**src/design/dfl_pkg.sv**
```systemverilog
// Package: trip codes, timing counts and carrier structs for the fault latch
package dfl_pkg;
  localparam int unsigned CLK_HZ = 200_000_000;
  localparam int unsigned DIP_LIMIT_US = 15_000;
  // Longest tolerated dip rounds down to whole cycles
  localparam int unsigned DIP_LIMIT_CYC = (CLK_HZ / 1_000_000) * DIP_LIMIT_US;
  localparam int unsigned HIST_DEPTH = 3;
  localparam int unsigned MON_W = 16;

  typedef enum logic [3:0] {
    DFL_NONE = 4'h0,
    DFL_OC_ACCEL = 4'h1,
    DFL_OC_DECEL = 4'h2,
    DFL_OC_STEADY = 4'h3,
    DFL_UNDERVOLT = 4'h4,
    DFL_OVERVOLT = 4'h5,
    DFL_INT_OVERHEAT = 4'h6,
    DFL_EXT_THERMAL = 4'h7,
    DFL_MOTOR_OVERLOAD = 4'h8,
    DFL_SETTING_ERR = 4'h9,
    DFL_PANEL_COMM_ERR = 4'hA,
    DFL_PROCESSOR_ERR = 4'hB,
    DFL_LINK_MISMATCH = 4'hC
  } dfl_code_type;

  typedef enum logic [1:0] {
    DFL_PH_STEADY = 2'h0,
    DFL_PH_ACCEL = 2'h1,
    DFL_PH_DECEL = 2'h2
  } dfl_phase_type;

  // Operating conditions captured alongside a trip code
  typedef struct packed {
    logic [MON_W-1:0] freq;
    logic [MON_W-1:0] volt;
    logic [MON_W-1:0] curr;
    logic [MON_W-1:0] temp;
  } dfl_cond_type;

  typedef struct packed {
    dfl_code_type code;
    dfl_cond_type cond;
  } dfl_entry_type;

  // Fault detector indications from the power stage, setting check, panel link, processor and link wiring
  typedef struct packed {
    logic overcurrent;
    logic overvoltage;
    logic heatsink_hot;
    logic motor_overload;
    logic undervoltage;
    logic setting_error;
    logic panel_comm_bad;
    logic processor_fault;
    logic link_mismatch;
  } dfl_det_type;
endpackage

```
**src/design/dfl_fault_latch.sv**
```systemverilog
// Fault supervision: trip classification, alarm latch, dip ride-through
// Operation
// (RL1) Over-current trips get separate codes for accel, decel, steady phases.
// (RL2) Protective trips stop output, let motor coast, assert alarm contact.
// (RL3) Alarm stays latched after a trip until a reset command arrives.
// (RL4) Dips under 15 ms ride through; longer dips stop with undervoltage code.
// (RL5) With restart mode selected, operation resumes when power returns.
// (RL6) Over-voltage indication trips with the overvoltage code.
// (RL7) Heatsink overheat indication trips with internal overheat code.
// (RL8) External thermal input going on to off trips with thermal code.
// (RL9) Electronic motor overload trips with its own code.
// (RL10) Incompatible function settings show the setting error code.
// (RL11) Continuous panel communication failure shows the comm error code.
// (RL12) Processor malfunction shows the processor error code.
// (RL13) Link wiring mismatch during link operation shows link error code.
// (RL14) Operator clears a stop with panel reset key or reset terminal.
// (RL15) Three most recent trips are kept in history.
// (RL16) Shift key steps history view from newest to third previous.
// (RL17) Each trip captures frequency, voltage, current and temperature.
// (RL18) Latched alarm need not survive loss of control supply.
// (RL19) A new trip shifts history back and drops the oldest entry.
// (RL20) Reset clears the alarm latch and leaves history untouched.
`timescale 1ns/10ps
module dfl_fault_latch #(
  parameter int unsigned DIP_LIMIT_CYC = dfl_pkg::DIP_LIMIT_CYC
) (
  input wire logic clk_i,
  input wire logic reset_i,
  input wire dfl_pkg::dfl_det_type det_i,
  input wire dfl_pkg::dfl_phase_type phase_i,
  input wire dfl_pkg::dfl_cond_type cond_i,
  input wire logic external_thermal_input_i,
  input wire logic fault_reset_input_i,
  input wire logic reset_key_i,
  input wire logic shift_key_i,
  input wire logic restart_mode_i,
  input wire logic link_mode_i,
  output logic drive_enable_o,
  output logic coast_o,
  output logic alarm_o,
  output dfl_pkg::dfl_code_type code_o,
  output dfl_pkg::dfl_entry_type hist_view_o,
  output logic [1:0] hist_idx_o
);
  typedef enum logic [1:0] {
    DFL_ST_RUN = 2'b00,
    DFL_ST_DIP = 2'b01,
    DFL_ST_UV_STOP = 2'b11,
    DFL_ST_TRIP = 2'b10
  } dfl_state_type;

  localparam int unsigned CNT_W = $clog2(DIP_LIMIT_CYC + 1);

  dfl_state_type state_reg;
  dfl_state_type state_next;
  logic [CNT_W-1:0] dip_cnt_reg;
  logic [2:0] thr_sync_reg;
  logic [2:0] rst_sync_reg;
  logic [2:0] key_sync_reg;
  logic [2:0] shift_sync_reg;
  dfl_pkg::dfl_det_type det_s1_reg;
  dfl_pkg::dfl_det_type det_s2_reg;
  logic [1:0] restart_sync_reg;
  logic [1:0] link_sync_reg;
  logic thr_fall;
  logic reset_cmd;
  logic shift_press;
  logic trip_now;
  logic dip_expired;
  dfl_pkg::dfl_code_type trip_code;
  logic alarm_reg;
  dfl_pkg::dfl_code_type code_reg;
  logic push;
  logic prot_cause;
  logic err_cause;

  // Pins from outside the clock domain, except phase_i and cond_i, pass two flops before any logic
  always_ff @(posedge clk_i) begin
    if (reset_i) begin
      thr_sync_reg <= 3'h7; // Thermal contact idles closed (ON)
      rst_sync_reg <= 3'h0;
      key_sync_reg <= 3'h0;
      shift_sync_reg <= 3'h0;
      det_s1_reg <= '0;
      det_s2_reg <= '0;
      restart_sync_reg <= 2'h0;
      link_sync_reg <= 2'h0;
    end else begin
      thr_sync_reg <= {thr_sync_reg[1:0], external_thermal_input_i};
      rst_sync_reg <= {rst_sync_reg[1:0], fault_reset_input_i};
      key_sync_reg <= {key_sync_reg[1:0], reset_key_i};
      shift_sync_reg <= {shift_sync_reg[1:0], shift_key_i};
      det_s1_reg <= det_i;
      det_s2_reg <= det_s1_reg;
      restart_sync_reg <= {restart_sync_reg[0], restart_mode_i};
      link_sync_reg <= {link_sync_reg[0], link_mode_i};
    end
  end

  // Edge detectors look only at the second and third stages
  // (RL8) on-to-off thermal edge
  assign thr_fall = thr_sync_reg[2] && !thr_sync_reg[1];
  // (RL14) key or terminal resets
  assign reset_cmd = (key_sync_reg[1] && !key_sync_reg[2])
    || (rst_sync_reg[1] && !rst_sync_reg[2]);
  assign shift_press = shift_sync_reg[1] && !shift_sync_reg[2];

  // Trip classification; the first listed cause wins when several coincide
  always_comb begin
    trip_code = dfl_pkg::DFL_NONE;
    if (det_s2_reg.overcurrent) begin
      // (RL1) phase-specific codes
      case (phase_i)
        dfl_pkg::DFL_PH_ACCEL: trip_code = dfl_pkg::DFL_OC_ACCEL;
        dfl_pkg::DFL_PH_DECEL: trip_code = dfl_pkg::DFL_OC_DECEL;
        default: trip_code = dfl_pkg::DFL_OC_STEADY;
      endcase
    end else if (det_s2_reg.overvoltage) begin
      // (RL6) overvoltage trip
      trip_code = dfl_pkg::DFL_OVERVOLT;
    end else if (det_s2_reg.heatsink_hot) begin
      // (RL7) heatsink overheat trip
      trip_code = dfl_pkg::DFL_INT_OVERHEAT;
    end else if (thr_fall) begin
      // (RL8) external thermal trip
      trip_code = dfl_pkg::DFL_EXT_THERMAL;
    end else if (det_s2_reg.motor_overload) begin
      // (RL9) electronic overload trip
      trip_code = dfl_pkg::DFL_MOTOR_OVERLOAD;
    end else if (det_s2_reg.processor_fault) begin
      // (RL12) processor error
      trip_code = dfl_pkg::DFL_PROCESSOR_ERR;
    end else if (det_s2_reg.setting_error) begin
      // (RL10) setting error
      trip_code = dfl_pkg::DFL_SETTING_ERR;
    end else if (det_s2_reg.panel_comm_bad) begin
      // (RL11) panel comm error
      trip_code = dfl_pkg::DFL_PANEL_COMM_ERR;
    end else if (det_s2_reg.link_mismatch && link_sync_reg[1]) begin
      // (RL13) link mismatch in link mode
      trip_code = dfl_pkg::DFL_LINK_MISMATCH;
    end
  end

  assign trip_now = (trip_code != dfl_pkg::DFL_NONE);
  assign dip_expired = (dip_cnt_reg >= CNT_W'(DIP_LIMIT_CYC));

  // Dip timer counts while undervoltage persists in the ride-through state
  // (RL4) 15 ms ride-through window
  always_ff @(posedge clk_i) begin
    if (reset_i || state_reg != DFL_ST_DIP) begin
      dip_cnt_reg <= '0;
    end else if (!dip_expired) begin
      dip_cnt_reg <= dip_cnt_reg + CNT_W'(1);
    end
  end

  // Supervisor state; a trip outranks any undervoltage handling
  always_comb begin
    state_next = state_reg;
    case (state_reg)
      DFL_ST_RUN: begin
        if (trip_now) begin
          state_next = DFL_ST_TRIP;
        end else if (det_s2_reg.undervoltage) begin
          state_next = DFL_ST_DIP;
        end
      end
      DFL_ST_DIP: begin
        if (trip_now) begin
          state_next = DFL_ST_TRIP;
        end else if (!det_s2_reg.undervoltage) begin
          state_next = DFL_ST_RUN;
        end else if (dip_expired) begin
          state_next = DFL_ST_UV_STOP;
        end
      end
      DFL_ST_UV_STOP: begin
        if (trip_now) begin
          state_next = DFL_ST_TRIP;
        end else if (!det_s2_reg.undervoltage
            && (restart_sync_reg[1] || reset_cmd)) begin
          // (RL5) auto restart on recovery
          state_next = DFL_ST_RUN;
        end
      end
      DFL_ST_TRIP: begin
        // (RL20) reset leaves latch state
        if (reset_cmd && !trip_now) begin
          state_next = DFL_ST_RUN;
        end
      end
      default: state_next = DFL_ST_RUN;
    endcase
  end

  // Plain flops: control supply loss clears everything, by design
  // (RL18) no retention needed
  always_ff @(posedge clk_i) begin
    if (reset_i) begin
      state_reg <= DFL_ST_RUN;
    end else begin
      state_reg <= state_next;
    end
  end

  // Alarm latch; a trip in the reset cycle wins over the clear
  // (RL3) held until reset
  always_ff @(posedge clk_i) begin
    if (reset_i) begin
      alarm_reg <= 1'b0;
    end else if (trip_now) begin
      alarm_reg <= 1'b1;
    end else if (reset_cmd && state_reg == DFL_ST_TRIP) begin
      alarm_reg <= 1'b0;
    end
  end

  // Displayed code: trip code held, undervoltage shown without alarm
  always_ff @(posedge clk_i) begin
    if (reset_i) begin
      code_reg <= dfl_pkg::DFL_NONE;
    end else if (state_reg != DFL_ST_TRIP && trip_now) begin
      code_reg <= trip_code;
    end else if (state_reg == DFL_ST_DIP && dip_expired
        && det_s2_reg.undervoltage) begin
      // (RL4) undervoltage code, no alarm
      code_reg <= dfl_pkg::DFL_UNDERVOLT;
    end else if (state_next == DFL_ST_RUN && state_reg != DFL_ST_RUN) begin
      code_reg <= dfl_pkg::DFL_NONE;
    end
  end

  // History logs each new trip, protective or error, once, with conditions
  // (RL17) capture operating conditions
  assign push = trip_now && state_reg != DFL_ST_TRIP;

  dfl_history #(
    .DEPTH(dfl_pkg::HIST_DEPTH)
  ) u_history (
    .clk_i(clk_i),
    .reset_i(reset_i),
    .push_i(push),
    .entry_i({trip_code, cond_i}),
    .step_i(shift_press),
    .view_o(hist_view_o),
    .view_idx_o(hist_idx_o)
  );

  // (RL2) stop output, coast, alarm
  assign drive_enable_o = (state_reg == DFL_ST_RUN)
    || (state_reg == DFL_ST_DIP);
  assign coast_o = !drive_enable_o;
  assign alarm_o = alarm_reg;
  assign code_o = code_reg;

  // Cause groups used only by the code checks, to express priority
  assign prot_cause = det_s2_reg.overcurrent || det_s2_reg.overvoltage
    || det_s2_reg.heatsink_hot || thr_fall || det_s2_reg.motor_overload;
  assign err_cause = det_s2_reg.processor_fault || det_s2_reg.setting_error
    || det_s2_reg.panel_comm_bad;

  a_trip_stops: assert property (@(posedge clk_i) disable iff (reset_i)
    trip_now |=> !drive_enable_o && alarm_o) // RL2
    else $error("trip did not stop drive and raise alarm");
  a_alarm_holds: assert property (@(posedge clk_i) disable iff (reset_i)
    (alarm_o && !reset_cmd) |=> alarm_o) // RL3
    else $error("alarm dropped without reset");
  a_reset_clears: assert property (@(posedge clk_i) disable iff (reset_i)
    (state_reg == DFL_ST_TRIP && reset_cmd && !trip_now) |=> !alarm_o)
    // RL20
    else $error("reset did not clear alarm");
  a_dip_ride: assert property (@(posedge clk_i) disable iff (reset_i)
    (state_reg == DFL_ST_DIP && !dip_expired && !trip_now)
    |=> drive_enable_o) // RL4
    else $error("short dip stopped drive");
  a_uv_noalarm: assert property (@(posedge clk_i) disable iff (reset_i)
    (state_reg == DFL_ST_DIP && dip_expired && det_s2_reg.undervoltage
    && !trip_now && !alarm_o) |=> code_o == dfl_pkg::DFL_UNDERVOLT
    && !alarm_o) // RL4
    else $error("long dip not shown as undervoltage");
  a_restart_auto: assert property (@(posedge clk_i) disable iff (reset_i)
    (state_reg == DFL_ST_UV_STOP && !det_s2_reg.undervoltage
    && restart_sync_reg[1] && !trip_now) |=> drive_enable_o) // RL5
    else $error("no automatic restart");
  a_oc_accel: assert property (@(posedge clk_i) disable iff (reset_i)
    (push && det_s2_reg.overcurrent && phase_i == dfl_pkg::DFL_PH_ACCEL)
    |=> code_o == dfl_pkg::DFL_OC_ACCEL) // RL1
    else $error("accel overcurrent code wrong");
  a_thermal_edge: assert property (@(posedge clk_i) disable iff (reset_i)
    (push && thr_fall && trip_code == dfl_pkg::DFL_EXT_THERMAL)
    |=> code_o == dfl_pkg::DFL_EXT_THERMAL && alarm_o) // RL8
    else $error("external thermal trip wrong");
  a_oc_decel: assert property (@(posedge clk_i) disable iff (reset_i)
    (push && det_s2_reg.overcurrent && phase_i == dfl_pkg::DFL_PH_DECEL)
    |=> code_o == dfl_pkg::DFL_OC_DECEL) // RL1
    else $error("decel overcurrent code wrong");
  a_oc_steady: assert property (@(posedge clk_i) disable iff (reset_i)
    (push && det_s2_reg.overcurrent && phase_i == dfl_pkg::DFL_PH_STEADY)
    |=> code_o == dfl_pkg::DFL_OC_STEADY) // RL1
    else $error("steady overcurrent code wrong");
  // Each single cause shows its own code once higher causes are absent
  a_ov_code: assert property (@(posedge clk_i) disable iff (reset_i)
    (push && det_s2_reg.overvoltage && !det_s2_reg.overcurrent)
    |=> code_o == dfl_pkg::DFL_OVERVOLT && alarm_o) // RL6
    else $error("overvoltage trip code wrong");
  a_heat_code: assert property (@(posedge clk_i) disable iff (reset_i)
    (push && det_s2_reg.heatsink_hot && !det_s2_reg.overcurrent
    && !det_s2_reg.overvoltage)
    |=> code_o == dfl_pkg::DFL_INT_OVERHEAT && alarm_o) // RL7
    else $error("overheat trip code wrong");
  a_overload_code: assert property (@(posedge clk_i) disable iff (reset_i)
    (push && det_s2_reg.motor_overload && !det_s2_reg.overcurrent
    && !det_s2_reg.overvoltage && !det_s2_reg.heatsink_hot && !thr_fall)
    |=> code_o == dfl_pkg::DFL_MOTOR_OVERLOAD && alarm_o) // RL9
    else $error("overload trip code wrong");
  a_cpu_code: assert property (@(posedge clk_i) disable iff (reset_i)
    (push && det_s2_reg.processor_fault && !prot_cause)
    |=> code_o == dfl_pkg::DFL_PROCESSOR_ERR) // RL12
    else $error("processor error code wrong");
  a_setting_code: assert property (@(posedge clk_i) disable iff (reset_i)
    (push && det_s2_reg.setting_error && !prot_cause
    && !det_s2_reg.processor_fault)
    |=> code_o == dfl_pkg::DFL_SETTING_ERR) // RL10
    else $error("setting error code wrong");
  a_comm_code: assert property (@(posedge clk_i) disable iff (reset_i)
    (push && det_s2_reg.panel_comm_bad && !prot_cause
    && !det_s2_reg.processor_fault && !det_s2_reg.setting_error)
    |=> code_o == dfl_pkg::DFL_PANEL_COMM_ERR) // RL11
    else $error("panel comm error code wrong");
  a_link_code: assert property (@(posedge clk_i) disable iff (reset_i)
    (push && det_s2_reg.link_mismatch && link_sync_reg[1]
    && !prot_cause && !err_cause)
    |=> code_o == dfl_pkg::DFL_LINK_MISMATCH) // RL13
    else $error("link error code wrong");
  // Outside link operation a wiring mismatch means nothing
  a_link_idle: assert property (@(posedge clk_i) disable iff (reset_i)
    (det_s2_reg.link_mismatch && !link_sync_reg[1]
    && !prot_cause && !err_cause) |-> !trip_now) // RL13
    else $error("link error raised outside link operation");
  a_reset_resume: assert property (@(posedge clk_i) disable iff (reset_i)
    (state_reg == DFL_ST_TRIP && reset_cmd && !trip_now)
    |=> drive_enable_o && code_o == dfl_pkg::DFL_NONE) // RL20
    else $error("reset did not resume drive");

  c_trip_reset: cover property (@(posedge clk_i) disable iff (reset_i)
    state_reg == DFL_ST_TRIP ##[1:50] state_reg == DFL_ST_RUN);
  c_dip_ride: cover property (@(posedge clk_i) disable iff (reset_i)
    state_reg == DFL_ST_DIP ##1 state_reg == DFL_ST_RUN);
  c_uv_stop: cover property (@(posedge clk_i) disable iff (reset_i)
    state_reg == DFL_ST_UV_STOP);
  c_thermal_trip: cover property (@(posedge clk_i) disable iff (reset_i)
    push && thr_fall);
  c_link_trip: cover property (@(posedge clk_i) disable iff (reset_i)
    push && trip_code == dfl_pkg::DFL_LINK_MISMATCH);
endmodule

```
**src/design/dfl_history.sv**
```systemverilog
// Three-deep trip history shift register with shift-key view selection
`timescale 1ns/10ps
module dfl_history #(
  parameter int unsigned DEPTH = dfl_pkg::HIST_DEPTH
) (
  input wire logic clk_i,
  input wire logic reset_i,
  input wire logic push_i,
  input wire dfl_pkg::dfl_entry_type entry_i,
  input wire logic step_i,
  output dfl_pkg::dfl_entry_type view_o,
  output logic [1:0] view_idx_o
);
  dfl_pkg::dfl_entry_type hist_reg [DEPTH];
  logic [1:0] idx_reg;

  // (RL15) three entries kept
  // (RL19) shift back, oldest dropped
  genvar g;
  for (g = 0; g < DEPTH; g++) begin : g_hist
    if (g == 0) begin : g_head
      always_ff @(posedge clk_i) begin
        if (reset_i) begin
          hist_reg[g] <= '0;
        end else if (push_i) begin
          hist_reg[g] <= entry_i;
        end
      end
    end else begin : g_tail
      // Elaborated only where a newer neighbour exists
      always_ff @(posedge clk_i) begin
        if (reset_i) begin
          hist_reg[g] <= '0;
        end else if (push_i) begin
          hist_reg[g] <= hist_reg[g-1];
        end
      end
    end
  end

  // (RL16) shift key steps view
  always_ff @(posedge clk_i) begin
    if (reset_i || push_i) begin
      idx_reg <= 2'h0; // New trip shows the most recent first
    end else if (step_i) begin
      if (idx_reg == 2'(DEPTH - 1)) begin
        idx_reg <= 2'h0;
      end else begin
        idx_reg <= idx_reg + 2'h1;
      end
    end
  end

  // Registered view so the display data is glitch free
  always_ff @(posedge clk_i) begin
    if (reset_i) begin
      view_o <= '0;
    end else begin
      view_o <= hist_reg[idx_reg];
    end
  end

  assign view_idx_o = idx_reg;

  a_view_wraps: assert property (@(posedge clk_i) disable iff (reset_i)
    (step_i && !push_i && idx_reg == 2'h2) |=> idx_reg == 2'h0) // RL16
    else $error("history view did not wrap");
  a_hist_shift: assert property (@(posedge clk_i) disable iff (reset_i)
    push_i |=> hist_reg[1] == $past(hist_reg[0])) // RL19
    else $error("history did not shift");
  a_hist_new: assert property (@(posedge clk_i) disable iff (reset_i)
    push_i |=> hist_reg[0] == $past(entry_i)) // RL15
    else $error("newest entry not stored");
endmodule

```
**config.mk**
```make
export PLATFORM = sky130hd
export DESIGN_NAME = dfl_fault_latch
export DESIGN_NICKNAME = d
export VERILOG_FILES = /design/src/design/dfl_pkg.sv /design/src/design/dfl_fault_latch.sv /design/src/design/dfl_history.sv
export SDC_FILE = /design/constraint.sdc
export NUM_CORES = 1
export LEC_CHECK = 0
export ABC_CLOCK_PERIOD_IN_PS = 15200
export CAP_MARGIN = 20
export CORE_MARGIN = 3
export CORE_UTILIZATION = 63
export DETAILED_ROUTE_END_ITERATION = 8
export DONT_BUFFER_PORTS = 1
export PLACE_DENSITY = 0.83
export SLEW_MARGIN = 20
export SYNTH_ARGS = -nofsm -noshare
export SYNTH_HDL_FRONTEND = slang
export SYNTH_SLANG_ARGS = --single-unit
```
**constraint.sdc**
```tcl
create_clock -name clk_i -period 15.2 [get_ports clk_i]
set_input_delay 1.52 -clock clk_i [delete_from_list [all_inputs] [get_ports clk_i]]
set_output_delay 1.52 -clock clk_i [all_outputs]
set_load 0.005 [all_outputs]
```
* After elaboration in Yosys (flattened, before gate mapping)
Memories as Yosys holds them, arrays and structs flattened. A register that Yosys moved wholly into a read port is not among the register bits.
Index checks and enable logic that the tools add are counted.
** Operators by class
- Add/subtract/negate cells :: 2
- $lt $le $gt $ge :: 1
- Eq/ne operators :: 8
- Multiplexer cells :: 33
- Bitwise gates (word level) :: 3
- Reductions and logical operators :: 30
** Operators by type and width (count)
- 68-bit 2-to-1 mux :: 3
- 4-bit 2-to-1 mux :: 12
- 22-bit by 1-bit adder with 22-bit output, second input constant :: 1
- 22-bit greater-or-equal comparator, second input constant :: 1
- 2-bit 2-to-1 mux :: 9
- 1-bit logical AND :: 12
- 2-bit equality test, second input constant :: 4
- 2-bit case mux with 4 select lines :: 1
- 1-bit logical NOT :: 7
- 1-bit 2-to-1 mux :: 7
- 1-bit logical OR :: 5
- 2-bit by 1-bit equality test with 1-bit output, second input constant :: 2
- 2-bit logical NOT :: 2
- 2-bit case mux with 2 select lines :: 1
- 2-bit nonzero test :: 2
- 4-bit nonzero test :: 1
- 1-bit bitwise OR :: 3
- 3-bit nonzero test :: 1
- 2-bit by 1-bit adder with 2-bit output, second input constant :: 1
- 2-bit by 1-bit inequality test with 1-bit output, second input constant :: 1
- 2-bit inequality test, second input constant :: 1
** Word-level totals
- Bits in registers :: 65
- Memory bits (writable) :: 204
- Bits of input ports :: 83
- Output and inout bits :: 77
- Word-level logic and storage cells :: 107
- Memories :: 1
** Memory list
- u_history.hist_reg :: words 3, width 68, rd ports 3, clocked after Yosys merged registers in 1, wr ports 3, RTL line dfl_history.sv:14 : dfl_pkg::dfl_entry_type hist_reg [DEPTH];

* Depth between registers and ports, before layout
Gate-level depths: netlist of the first run.
- Depth after elaboration :: 20
- Mapped depth :: 7
- Depth with buffers taken out :: 6

* By module
A second synthesis of the first run with hierarchy kept.
** Unflattened totals
- Cells, all modules :: 1009
- Area, all modules :: 13431.6 um^2
** By module, submodules not included
- dfl_history :: instances 1, cells each 744, area each 10926.7 um^2, seq. area each 7527.2 um^2
- dfl_fault_latch :: instances 1, cells each 265, area each 2504.9 um^2, seq. area each 1261.2 um^2

* Worst setup path after synthesis of the first run
No wires, ideal clock.
- Path type :: input -> register
- From :: in reset_i
- To :: reg code_reg[0] (netlist: code_o[0])
- Library setup time :: 125 ps
- Arrival time :: 12954 ps
- Required time :: 15075 ps
- Slack :: 2121 ps
- Stages :: 5
- Buffers on the path :: 1
- Path through :: clkbuf_1 > nor2_1 > a31oi_1 > nand4b_1 > o21bai_1
** RTL lines
- start: declaration :: RTL line dfl_fault_latch.sv:28 : input wire logic reset_i,
- end signal: assignment :: RTL line dfl_fault_latch.sv:222 : code_reg <= dfl_pkg::DFL_NONE;
- end signal: assignment :: RTL line dfl_fault_latch.sv:224 : code_reg <= trip_code;
- end signal: assignment :: RTL line dfl_fault_latch.sv:228 : code_reg <= dfl_pkg::DFL_UNDERVOLT;
- end: declaration :: RTL line dfl_fault_latch.sv:72 : dfl_pkg::dfl_code_type code_reg;

==> results of run 1 <==
power by group through the flow:
stage	Sequential (mW)	Clock [mW]	Combinational [mW]
3_5_place_dp	1.15	0	0.133
3_3_place_gp	1.14	0	0.129
2_1_floorplan	1.16	0	0.113
5_1_grt	1.14	0.857	0.154
6_report	1.13	0.799	0.134
4_1_cts	1.13	0.819	0.135
logic make-up (layout without fill, tap and decap cells):
group / after synthesis / in the layout / synth area share, %
compound gates: 125 / 125 / 6.15
xor+xnor: 9 / 9 / 0.595
fa+ha+maj: 2 / 2 / 0.189
buf+inv: 77 / 80 / 2.71
flops: 337 / 337 / 66.4
mux: 70 / 70 / 5.29
other cells: 0 / 7 / 0
simple gates: 464 / 464 / 18.7
worst reg2reg max path, stage by stage (launching register included):
cell	delay (ns)
dfxtp_1	0.43
nand2b_1	0.20
nor2_1	0.09
a31oi_4	0.25
buf_4	0.48
buf_4	0.86
layer usage:
layer,part of all wire [%],up-vias,wire [um],global-route usage [%]
met2,47,189,10800,31.0
met4,2.6,12,604,7.52
met5,0.35,-,81,0
li1,-,3701,-,-
met3,7.3,56,1680,5.83
met1,43,3541,9750,27.2
Yosys cell counts, types with 2 or more instances:
master | instances | area, um2
nor3_1 | 4 | 20.0
a31o_2 | 2 | 17.5
dfxtp_1 | 133 | 2660
mux2i_1 | 70 | 701
nor2b_1 | 35 | 219
nor2_1 | 161 | 604
a31oi_1 | 5 | 31.3
nand3_1 | 7 | 35.0
o21ai_0 | 2 | 10.0
inv_1 | 9 | 33.8
clkbuf_1 | 32 | 120
edfxtp_1 | 204 | 6130
a21oi_1 | 81 | 405
xnor2_1 | 9 | 78.8
nor3_2 | 2 | 20.0
buf_2 | 27 | 135
and2_1 | 202 | 1260
nand4_1 | 3 | 18.8
nor4_1 | 2 | 12.5
a41oi_1 | 2 | 17.5
a41o_1 | 5 | 50.1
ha_1 | 2 | 25.0
a211oi_1 | 7 | 52.6
buf_6 | 3 | 33.8
nand2b_1 | 6 | 37.5
nand3b_1 | 2 | 15.0
or2_2 | 3 | 18.8
and3_1 | 3 | 18.8
o21bai_1 | 6 | 45.0
nand4b_1 | 3 | 26.3
nor3b_1 | 2 | 15.0
buf_1 | 4 | 15.0
or3_1 | 2 | 12.5
nand2_1 | 21 | 78.8
how the worst min path moves through the flow:
stage                     slack [ns]               to            start  cells past startpoint
after floorplan                 0.39  thr_sync_reg[1]  thr_sync_reg[0]                      1
after global placement          0.39  thr_sync_reg[1]  thr_sync_reg[0]                      1
after detailed placement        0.40  thr_sync_reg[1]  thr_sync_reg[0]                      1
after CTS                       0.42  thr_sync_reg[1]  thr_sync_reg[0]                      1
after global routing            0.45  thr_sync_reg[1]  thr_sync_reg[0]                      1
final                           0.41  thr_sync_reg[1]  thr_sync_reg[0]                      1
placed cells by master (no fill, tap or decap), drive strengths merged, types with 7 or more instances in the layout:
master	n
dfxtp	133
xnor2	9
diode	7
inv	12
edfxtp	204
nor2	161
and2	203
a211oi	8
clkbuf	49
nand3	7
buf	8
nand2	21
a21oi	82
clkinv	10
mux2i	70
nor2b	35
layout make-up:
class | instances | area, um2
Tap cell | 270 | 338
Clock buffer | 49 | 1010
Fill cell | 1417 | 5940
Timing Repair Buffer | 8 | 92.6
Inverter | 9 | 33.8
Multi-Input combinational cell | 670 | 4120
Antenna cell | 7 | 17.5
Clock inverter | 14 | 77.6
Sequential cell | 337 | 8800
per-stage QoR:
stage | cell area, um2 | util (%)
floorplan | 13200 | -
global placement | 13300 | 65.2
detailed placement | 13300 | 65.2
CTS | 14400 | 70.6
global route | 14500 | 70.8
finish | 14500 | 70.9
==> qor.yml, run 1 <==
outcome: "finished clean"
power_density_mw_per_mm2: 142
yosysWarnings: 0
syn-instance-count: 1084
sw_frac_of_total_pct: 22.2
slew_viol_final: 0
pin_count: 160
antenna_found_initial: 10
post_cts_buffers: 0
netSwitchingPower_mw: 0.459
clockBufferDepth: 3
skew_ns: 0.0110
largest_reg_flops: 204
grt_max_degree: 144
vdd_drop_max_mv: 0.0955
cp_max_fo: 107
ys_seq_elements: 337
power_mw: 2.06
hold_buffers: 0
die_w_um: 151
dr.first_iter.drc_count: 406
initial_core_util_pct: 64.8
cpMostUsedCell: "buf_4"
portBuffers: 0
synth-edff-count: 204
cp_cell_sequence: "nor2_1 > a31oi_4 > buf_4 > buf_4"
fin_ws_ns: 12.00
synth_nets: 1169
grtUsageTotal_pct: 20.0
p_seq_share_pct: 54.7
worstReg2RegStart: "state_reg[0]"
fin_cells: 1364
clkPwrFrac_pct: 38.7
combPwrFrac_pct: 6.5
cap_violations: 0
std_cell_rows: 52
pre_cts_slack_ns: 11.13
r2r_setup_slack_ns: 12.42
cts_made_buffers: 35
htree_levels: 2
p_leak_nw: 5.46
grt_pass1_vias: 7187
rsz0062_at_grt: "no"
synthFlopType: "edfxtp_1"
finalSetupViolCount: 0
max_clock_freq_mhz: 313
cp.buffers_inverters: 2
cts-root-buf: "clkbuf_16"
first_pass_iters: 6
reg2reg_depth: 5
routed_wl_mm: 22.9
clkSinkCount: 337
vias_per_cell: 5.50
slowest_delay_ns: 0.85
syn_area_per_cell_um2: 12.2
crit_path_end_kind: "flop"
die-area_mm2: 0.0228
cp.depth: 4
final.min_clock_period_ns: 3.20
grt-ovfl-total: 0
crit_end: "u_history.hist_reg[0][21]"
critPathTopFamily: "buffers and inverters"
cts_tree: "built"
startpoint: "reset_i"
worst_pin_slew_ns: 1.04
gp_congestion: 0.770
drtAntennaViolNets: 0
cts_resized: 0
timing.critical_path.required_ns: 15.32
dp_cells: 1292
core_mm2: 0.0204
area_growth_syn_to_layout_pct: 9.41
synth_cell_type_count: 57
relSlewSlack_pct: 30.9
path_class: "in -> reg"
grt_pass1_wl_mm: 36.5
vias: 7499
whs_ns: 0.413
critPathLaunchType: "primary input"
cp_slowest_cell: "buf_4"
r2r_end: "u_history.hist_reg[0][21]"
ys_async_sr_fraction_pct: 0
clk_latency_ns: 0.50
drive_above_1_share_pct: 7.54
fin_crit_sh_pct: 21.1
clkTransAtPathRegs_ns: 0.06
routedWlPerCell_um: 16.8
tns_ns: 0
ys_seq_area_share_pct: 66.4
p_int_mw: 1.60
hold_class: "reg -> reg"
syn_area_mm2: 0.0132
critPathArrivalTime_ns: 3.32
final_hold_viol_count: 0
fin_nets: 1146
die_y_um: 151
place_hpwl_mm: 13.6
drc_errors: 0
Power figures use the tool's default switching activity.
==> run 2, diff against run 1 <==
--- a/config.mk
+++ b/config.mk
@@ -5,7 +5,7 @@
 export SDC_FILE = /design/constraint.sdc
 export NUM_CORES = 1
 export LEC_CHECK = 0
-export ABC_CLOCK_PERIOD_IN_PS = 15200
+export ABC_CLOCK_PERIOD_IN_PS = 3100
 export CAP_MARGIN = 20
 export CORE_MARGIN = 3
 export CORE_UTILIZATION = 63
==> constraint.sdc (replaced) <==
create_clock -name clk_i -period 3.1 [get_ports clk_i]
set_input_delay 0.31 -clock clk_i [delete_from_list [all_inputs] [get_ports clk_i]]
set_output_delay 0.31 -clock clk_i [all_outputs]
set_load 0.005 [all_outputs]
==> run 2 against run 1 <==
Routed wire length is 3.6% higher. Clock-buffer cell count is 4 higher. Register-to-register slack worse by 12 ns. Global-route usage is 0.68 points higher. Sequential power grew to 4.9 times the previous value. Critical path depth stayed put. Via count is 1.8% higher. Non-clock buffer count is 52 higher. Utilization is 3.7 points higher. Critical path type is now reg -> reg.
==> qor.yml, run 2 (synthesis results as in run 1) <==
final_hold_viol_count: 0
final_common_cell: "edfxtp_1"
finalSetupViolCount: 0
antenna_found_initial: 8
fin_crit_sh_pct: 81.7
clockBufferDepth: 3
min-delay-start: "cond_i[19]"
cts-root-buf: "clkbuf_16"
clkSinkCount: 337
crit_path_end_kind: "flop"
power_mw: 10.7
grtUsageTotal_pct: 20.7
pin_count: 160
wl_met2_mm: 11.4
area_growth_syn_to_layout_pct: 15.1
final.min_clock_period_ns: 2.53
top_layer: "met5"
rsz0062_at_grt: "no"
power_density_mw_per_mm2: 702
most-common-layout-cells: "edfxtp_1 (204), and2_1 (202), nor2_1 (160)"
clkTransAtPathRegs_ns: 0.06
worstReg2RegStart: "det_s2_reg[8]"
worst_pin_slew_ns: 0.943
reg2reg_depth: 4
portBuffers: 0
hold_class: "in -> reg"
cts_tree: "built"
grt-ovfl-total: 0
post_cts_buffers: 0
htree_levels: 2
r2r_setup_slack_ns: 0.57
whs_path_depth: 1
p_leak_nw: 5.78
tns_ns: 0
max_clock_freq_mhz: 395
slew_viol_final: 0
grt_max_degree: 158
met3WireLength_mm: 1.49
std_cell_rows: 52
cts_made_buffers: 35
skew_ns: 0.0194
drtAntennaViolNets: 0
fin_nets: 1198
critPathLaunchType: "flop"
grt_pass1_wl_mm: 37.9
core_mm2: 0.0204
clk_latency_ns: 0.50
grt_pass1_vias: 7552
die-area_mm2: 0.0228
path_class: "reg -> reg"
vdd_drop_max_mv: 0.562
dr.first_iter.drc_count: 481
vias: 7636
routedWlPerCell_um: 16.8
largest_reg_flops: 204
initial_core_util_pct: 64.8
die_y_um: 151
die_w_um: 151
r2r_end: "u_history.hist_reg[1][34]"
met1_length_mm: 10.3
outcome: "finished clean"
routed_wl_mm: 23.8
min_to: "u_history.hist_reg[0][19]"
cap_violations: 0
drc_errors: 0
place_hpwl_mm: 13.2
drive_above_1_share_pct: 8.00
first_pass_iters: 5
gp_congestion: 0.799
vias_per_cell: 5.40
num-fill-cells: 1288
timing.critical_path.required_ns: 3.34
cp_max_fo: 157
relSlewSlack_pct: 37.1
critPathArrivalTime_ns: 2.78
run 2: cell count changes in the layout (fill, tap and decap cells not counted), sizes merged, moves of 2 or more:
cell         before  now
bufinv            0    5
clkbuf           49   53
clkinv           10    3
diode             7    5
dlygate4sd3       0   52
inv              12   10
run 2: worst max path at each step:
stage / slack [ns] / to / from / cells past startpoint
detailed placement: 0.73 / u_history.hist_reg[2][24] / det_s2_reg[8] / 3
CTS: 0.71 / u_history.hist_reg[2][10] / det_s2_reg[8] / 3
global route: 0.52 / u_history.hist_reg[1][34] / state_reg[0] / 5
floorplan: -1.48 / code_o[1] / det_s2_reg[3] / 5
global placement: 0.80 / u_history.hist_reg[2][7] / det_s2_reg[8] / 3
finish: 0.57 / u_history.hist_reg[1][34] / det_s2_reg[8] / 4
run 2: final cells by class:
cell class                      count  area, um2  area share, %
Multi-Input combinational cell    670       4140           27.1
Tap cell                          270        338           2.22
Antenna cell                        5       12.5         0.0821
Inverter                            9       33.8          0.222
Clock inverter                      9        171           1.13
Timing Repair Buffer               60        663           4.35
Sequential cell                   337       8800           57.8
Clock buffer                       53       1080           7.07
run 2: power breakdown:
| part | switching [mW] | total, mW | internal [mW] | leakage [nW] |
|---|---|---|---|---|
| logic | 0.435 | 0.741 | 0.306 | 1.87 |
| registers | 0.228 | 5.54 | 5.31 | 3.30 |
| clock network | 1.59 | 4.41 | 2.81 | 0.610 |
run 2: metal layers:
metal	track usage [%]	vias to the layer above
li1	-	3794
met1	27.4	3605
met2	33.6	187
met3	5.69	44
met4	6.71	6
met5	0	-
run 2: worst max-delay path, stage by stage (launching register included):
cell     delay [ns]
dfxtp_1        0.38
nor4_1         0.70
a21oi_4        0.38
buf_12         0.30
and2_1         0.32
run 2: timing repair:
action	CTS	global route
hold buffers	50	3
gates resized for setup	0	0
hold endpoints to repair	138	3
run 2: stage by stage:
stage,hold WS [ns],cell area [um2],cells,util [%],setup WS (ns)
after floorplan,0.389,13300,1084,-,-1.48
after global placement,0.389,13400,1293,65.7,0.798
after detailed placement,0.387,13400,1293,65.7,0.732
after CTS,0.000866,15200,1405,74.4,0.710
after global routing,0.000204,15200,1412,74.5,0.517
final,0.0189,15200,1413,74.6,0.567
==> run 3, diff against run 2 <==
--- a/config.mk
+++ b/config.mk
@@ -5,13 +5,14 @@
 export SDC_FILE = /design/constraint.sdc
 export NUM_CORES = 1
 export LEC_CHECK = 0
-export ABC_CLOCK_PERIOD_IN_PS = 3100
+export ABC_AREA = 1
+export ABC_CLOCK_PERIOD_IN_PS = 2600
 export CAP_MARGIN = 20
 export CORE_MARGIN = 3
-export CORE_UTILIZATION = 63
+export CORE_UTILIZATION = 64
 export DETAILED_ROUTE_END_ITERATION = 8
 export DONT_BUFFER_PORTS = 1
-export PLACE_DENSITY = 0.83
+export PLACE_DENSITY = 0.84
 export SLEW_MARGIN = 20
 export SYNTH_ARGS = -nofsm -noshare
 export SYNTH_HDL_FRONTEND = slang
==> constraint.sdc (replaced) <==
create_clock -name clk_i -period 2.6 [get_ports clk_i]
set_input_delay 0.26 -clock clk_i [delete_from_list [all_inputs] [get_ports clk_i]]
set_output_delay 0.26 -clock clk_i [all_outputs]
set_load 0.005 [all_outputs]
==> run 3 against run 2 <==
First-iteration DRC count up 71%. Worst hold slack worse by 0.0062 ns. Critical path depth increased by 6. Critical path type unchanged. Highest routed layer unchanged. Final cell count up 30%. Sequential share of layout area fell by 6.3 points.
==> qor.yml, run 3 <==
ys_seq_elements: 337
most-common-layout-cells: "inv_1 (352), edfxtp_1 (204), nor2_4 (191)"
vias: 9358
dr.first_iter.drc_count: 821
drive_above_1_share_pct: 18.9
synth-compound-area-share_pct: 5.50
dp_cells: 1715
synth-edff-count: 204
fin_ws_ns: 0.464
largest_reg_flops: 204
die-area_mm2: 0.0257
pre_cts_slack_ns: 0.491
outcome: "finished clean"
path_class: "reg -> reg"
grtUsageTotal_pct: 23.1
tns_ns: 0
synth.most_common_cell: "inv_1"
crit_path_end_kind: "flop"
rsz0062_at_grt: "no"
num-fill-cells: 1446
cp_max_fo: 61
cap_violations: 0
synth_xor_area_share_pct: 0.460
pin_count: 160
cpMostUsedCell: "nor2_4"
syn_area_mm2: 0.0152
die_y_um: 160
fin_crit_sh_pct: 82.1
drtAntennaViolNets: 0
first_pass_iters: 7
yosysWarnings: 0
max_clock_freq_mhz: 468
final_common_cell: "inv_1"
vias_per_cell: 5.11
worst_pin_slew_ns: 0.867
synth.area.mux_share_pct: 0
syn-instance-count: 1436
power_mw: 12.7
clk_latency_ns: 0.51
core_mm2: 0.0230
final.min_clock_period_ns: 2.14
fin_cells: 1830
p_leak_nw: 7.03
slowest_delay_ns: 0.34
portBuffers: 0
relSlewSlack_pct: 42.2
grt-ovfl-total: 0
slew_viol_final: 0
syn_area_per_cell_um2: 10.6
critPathTopFamily: "simple AND/OR/NAND/NOR gates"
grt_pass1_vias: 9574
post_cts_buffers: 0
critPathLaunchType: "flop"
routed_wl_mm: 29.1
grt_pass1_wl_mm: 48.4
cp.buffers_inverters: 2
cts_tree: "built"
fin_nets: 1577
drc_errors: 0
synth_top_family_by_area: "simple AND/OR/NAND/NOR gates"
synth_top_area_cell: "edfxtp_1"
gp_congestion: 0.876
synthFlopType: "edfxtp_1"
placed_area_mm2: 0.0155
clkSinkCount: 337
place_hpwl_mm: 17.4
synth_cell_type_count: 39
hold_class: "in -> reg"
synthAdderAreaFrac_pct: 0.164
htree_levels: 2
vdd_drop_max_mv: 0.568
clockBufferDepth: 3
die_w_um: 160
critPathArrivalTime_ns: 2.50
ys_async_sr_fraction_pct: 0
yosys.area.top_type_share_pct: 40.2
timing.critical_path.required_ns: 2.96
synthSimpleGateAreaFrac_pct: 23.5
synth_top_cells_by_area: "edfxtp_1 (40%), dfxtp_1 (17%), nor2_4 (14%), inv_1 (8.7%), nand2_1 (4.6%)"
cp_slowest_cell: "dfxtp_1"
clkTransAtPathRegs_ns: 0.06
cts_resized: 0
stdcell_area_mm2: 0.0171
cts-root-buf: "clkbuf_16"
final_hold_viol_count: 0
hold_buffers: 51
ys_seq_area_share_pct: 57.7
cts_made_buffers: 36
routedWlPerCell_um: 15.9
synth_nets: 1521
grt_max_degree: 74
antenna_found_initial: 1
area_growth_syn_to_layout_pct: 12.1
yosys-top-cells-count: "inv_1 (353), edfxtp_1 (204), nor2_4 (191)"
power_density_mw_per_mm2: 744
initial_core_util_pct: 66.2
n_antenna_cell: 0
std_cell_rows: 55
finalSetupViolCount: 0
cp_cell_sequence: "nor2_4 > nand3_1 > nor2_2 > a21oi_2 > nand3_4 > nand2_4 > nor2_8 > clkinv_16 > buf_12 > nor2_4"
skew_ns: 0.0207
[run 3: worst paths after layout]
check	startpoint	endpoint	slack [ns]	cells after the start
max	det_s2_reg[8]	u_history.hist_reg[1][26]	0.46	10
max reg2reg	det_s2_reg[8]	u_history.hist_reg[1][26]	0.46	10
min reg2reg	link_sync_reg[0]	link_sync_reg[1]	0.40	2
min	cond_i[29]	u_history.hist_reg[0][29]	0.01	2
[run 3: through the flow]
step | utilization, % | hold WS (ns)
2_1_floorplan | - | 0.364
3_3_place_gp | 67.2 | 0.335
3_5_place_dp | 67.2 | 0.334
4_1_cts | 74.2 | 0.000306
5_1_grt | 74.3 | 0.00208
6_report | 74.3 | 0.0127
[run 3: layer usage]
metal	up-vias	routed length [um]	global-route usage, %
met4	2	861	7.93
met5	-	13	0
li1	4536	-	-
met2	366	14800	39.7
met1	4371	11700	29.7
met3	83	1780	4.25
[run 3: layout make-up]
cell class	instances	area, um2	share of cell area (%)
Clock buffer	55	1020	6.00
Sequential cell	337	8790	51.5
Inverter	357	1370	8.00
Timing Repair Buffer	78	901	5.28
Tap cell	313	392	2.29
Clock inverter	8	65.1	0.381
Multi-Input combinational cell	682	4530	26.6
[run 3: power breakdown]
part	total (mW)	internal [mW]	switching [mW]
Sequential	6.46	6.28	0.182
Combinational	1.50	0.464	1.04
Clock	4.74	2.81	1.93
[run 3: cells by family after synthesis]
group / after synthesis
AND/OR/NAND/NOR: 533
buffers and inverters: 417
flip-flops: 337
AO/OA/AOI/OAI: 139
XOR/XNOR: 8
adder cells (fa/ha/maj): 2
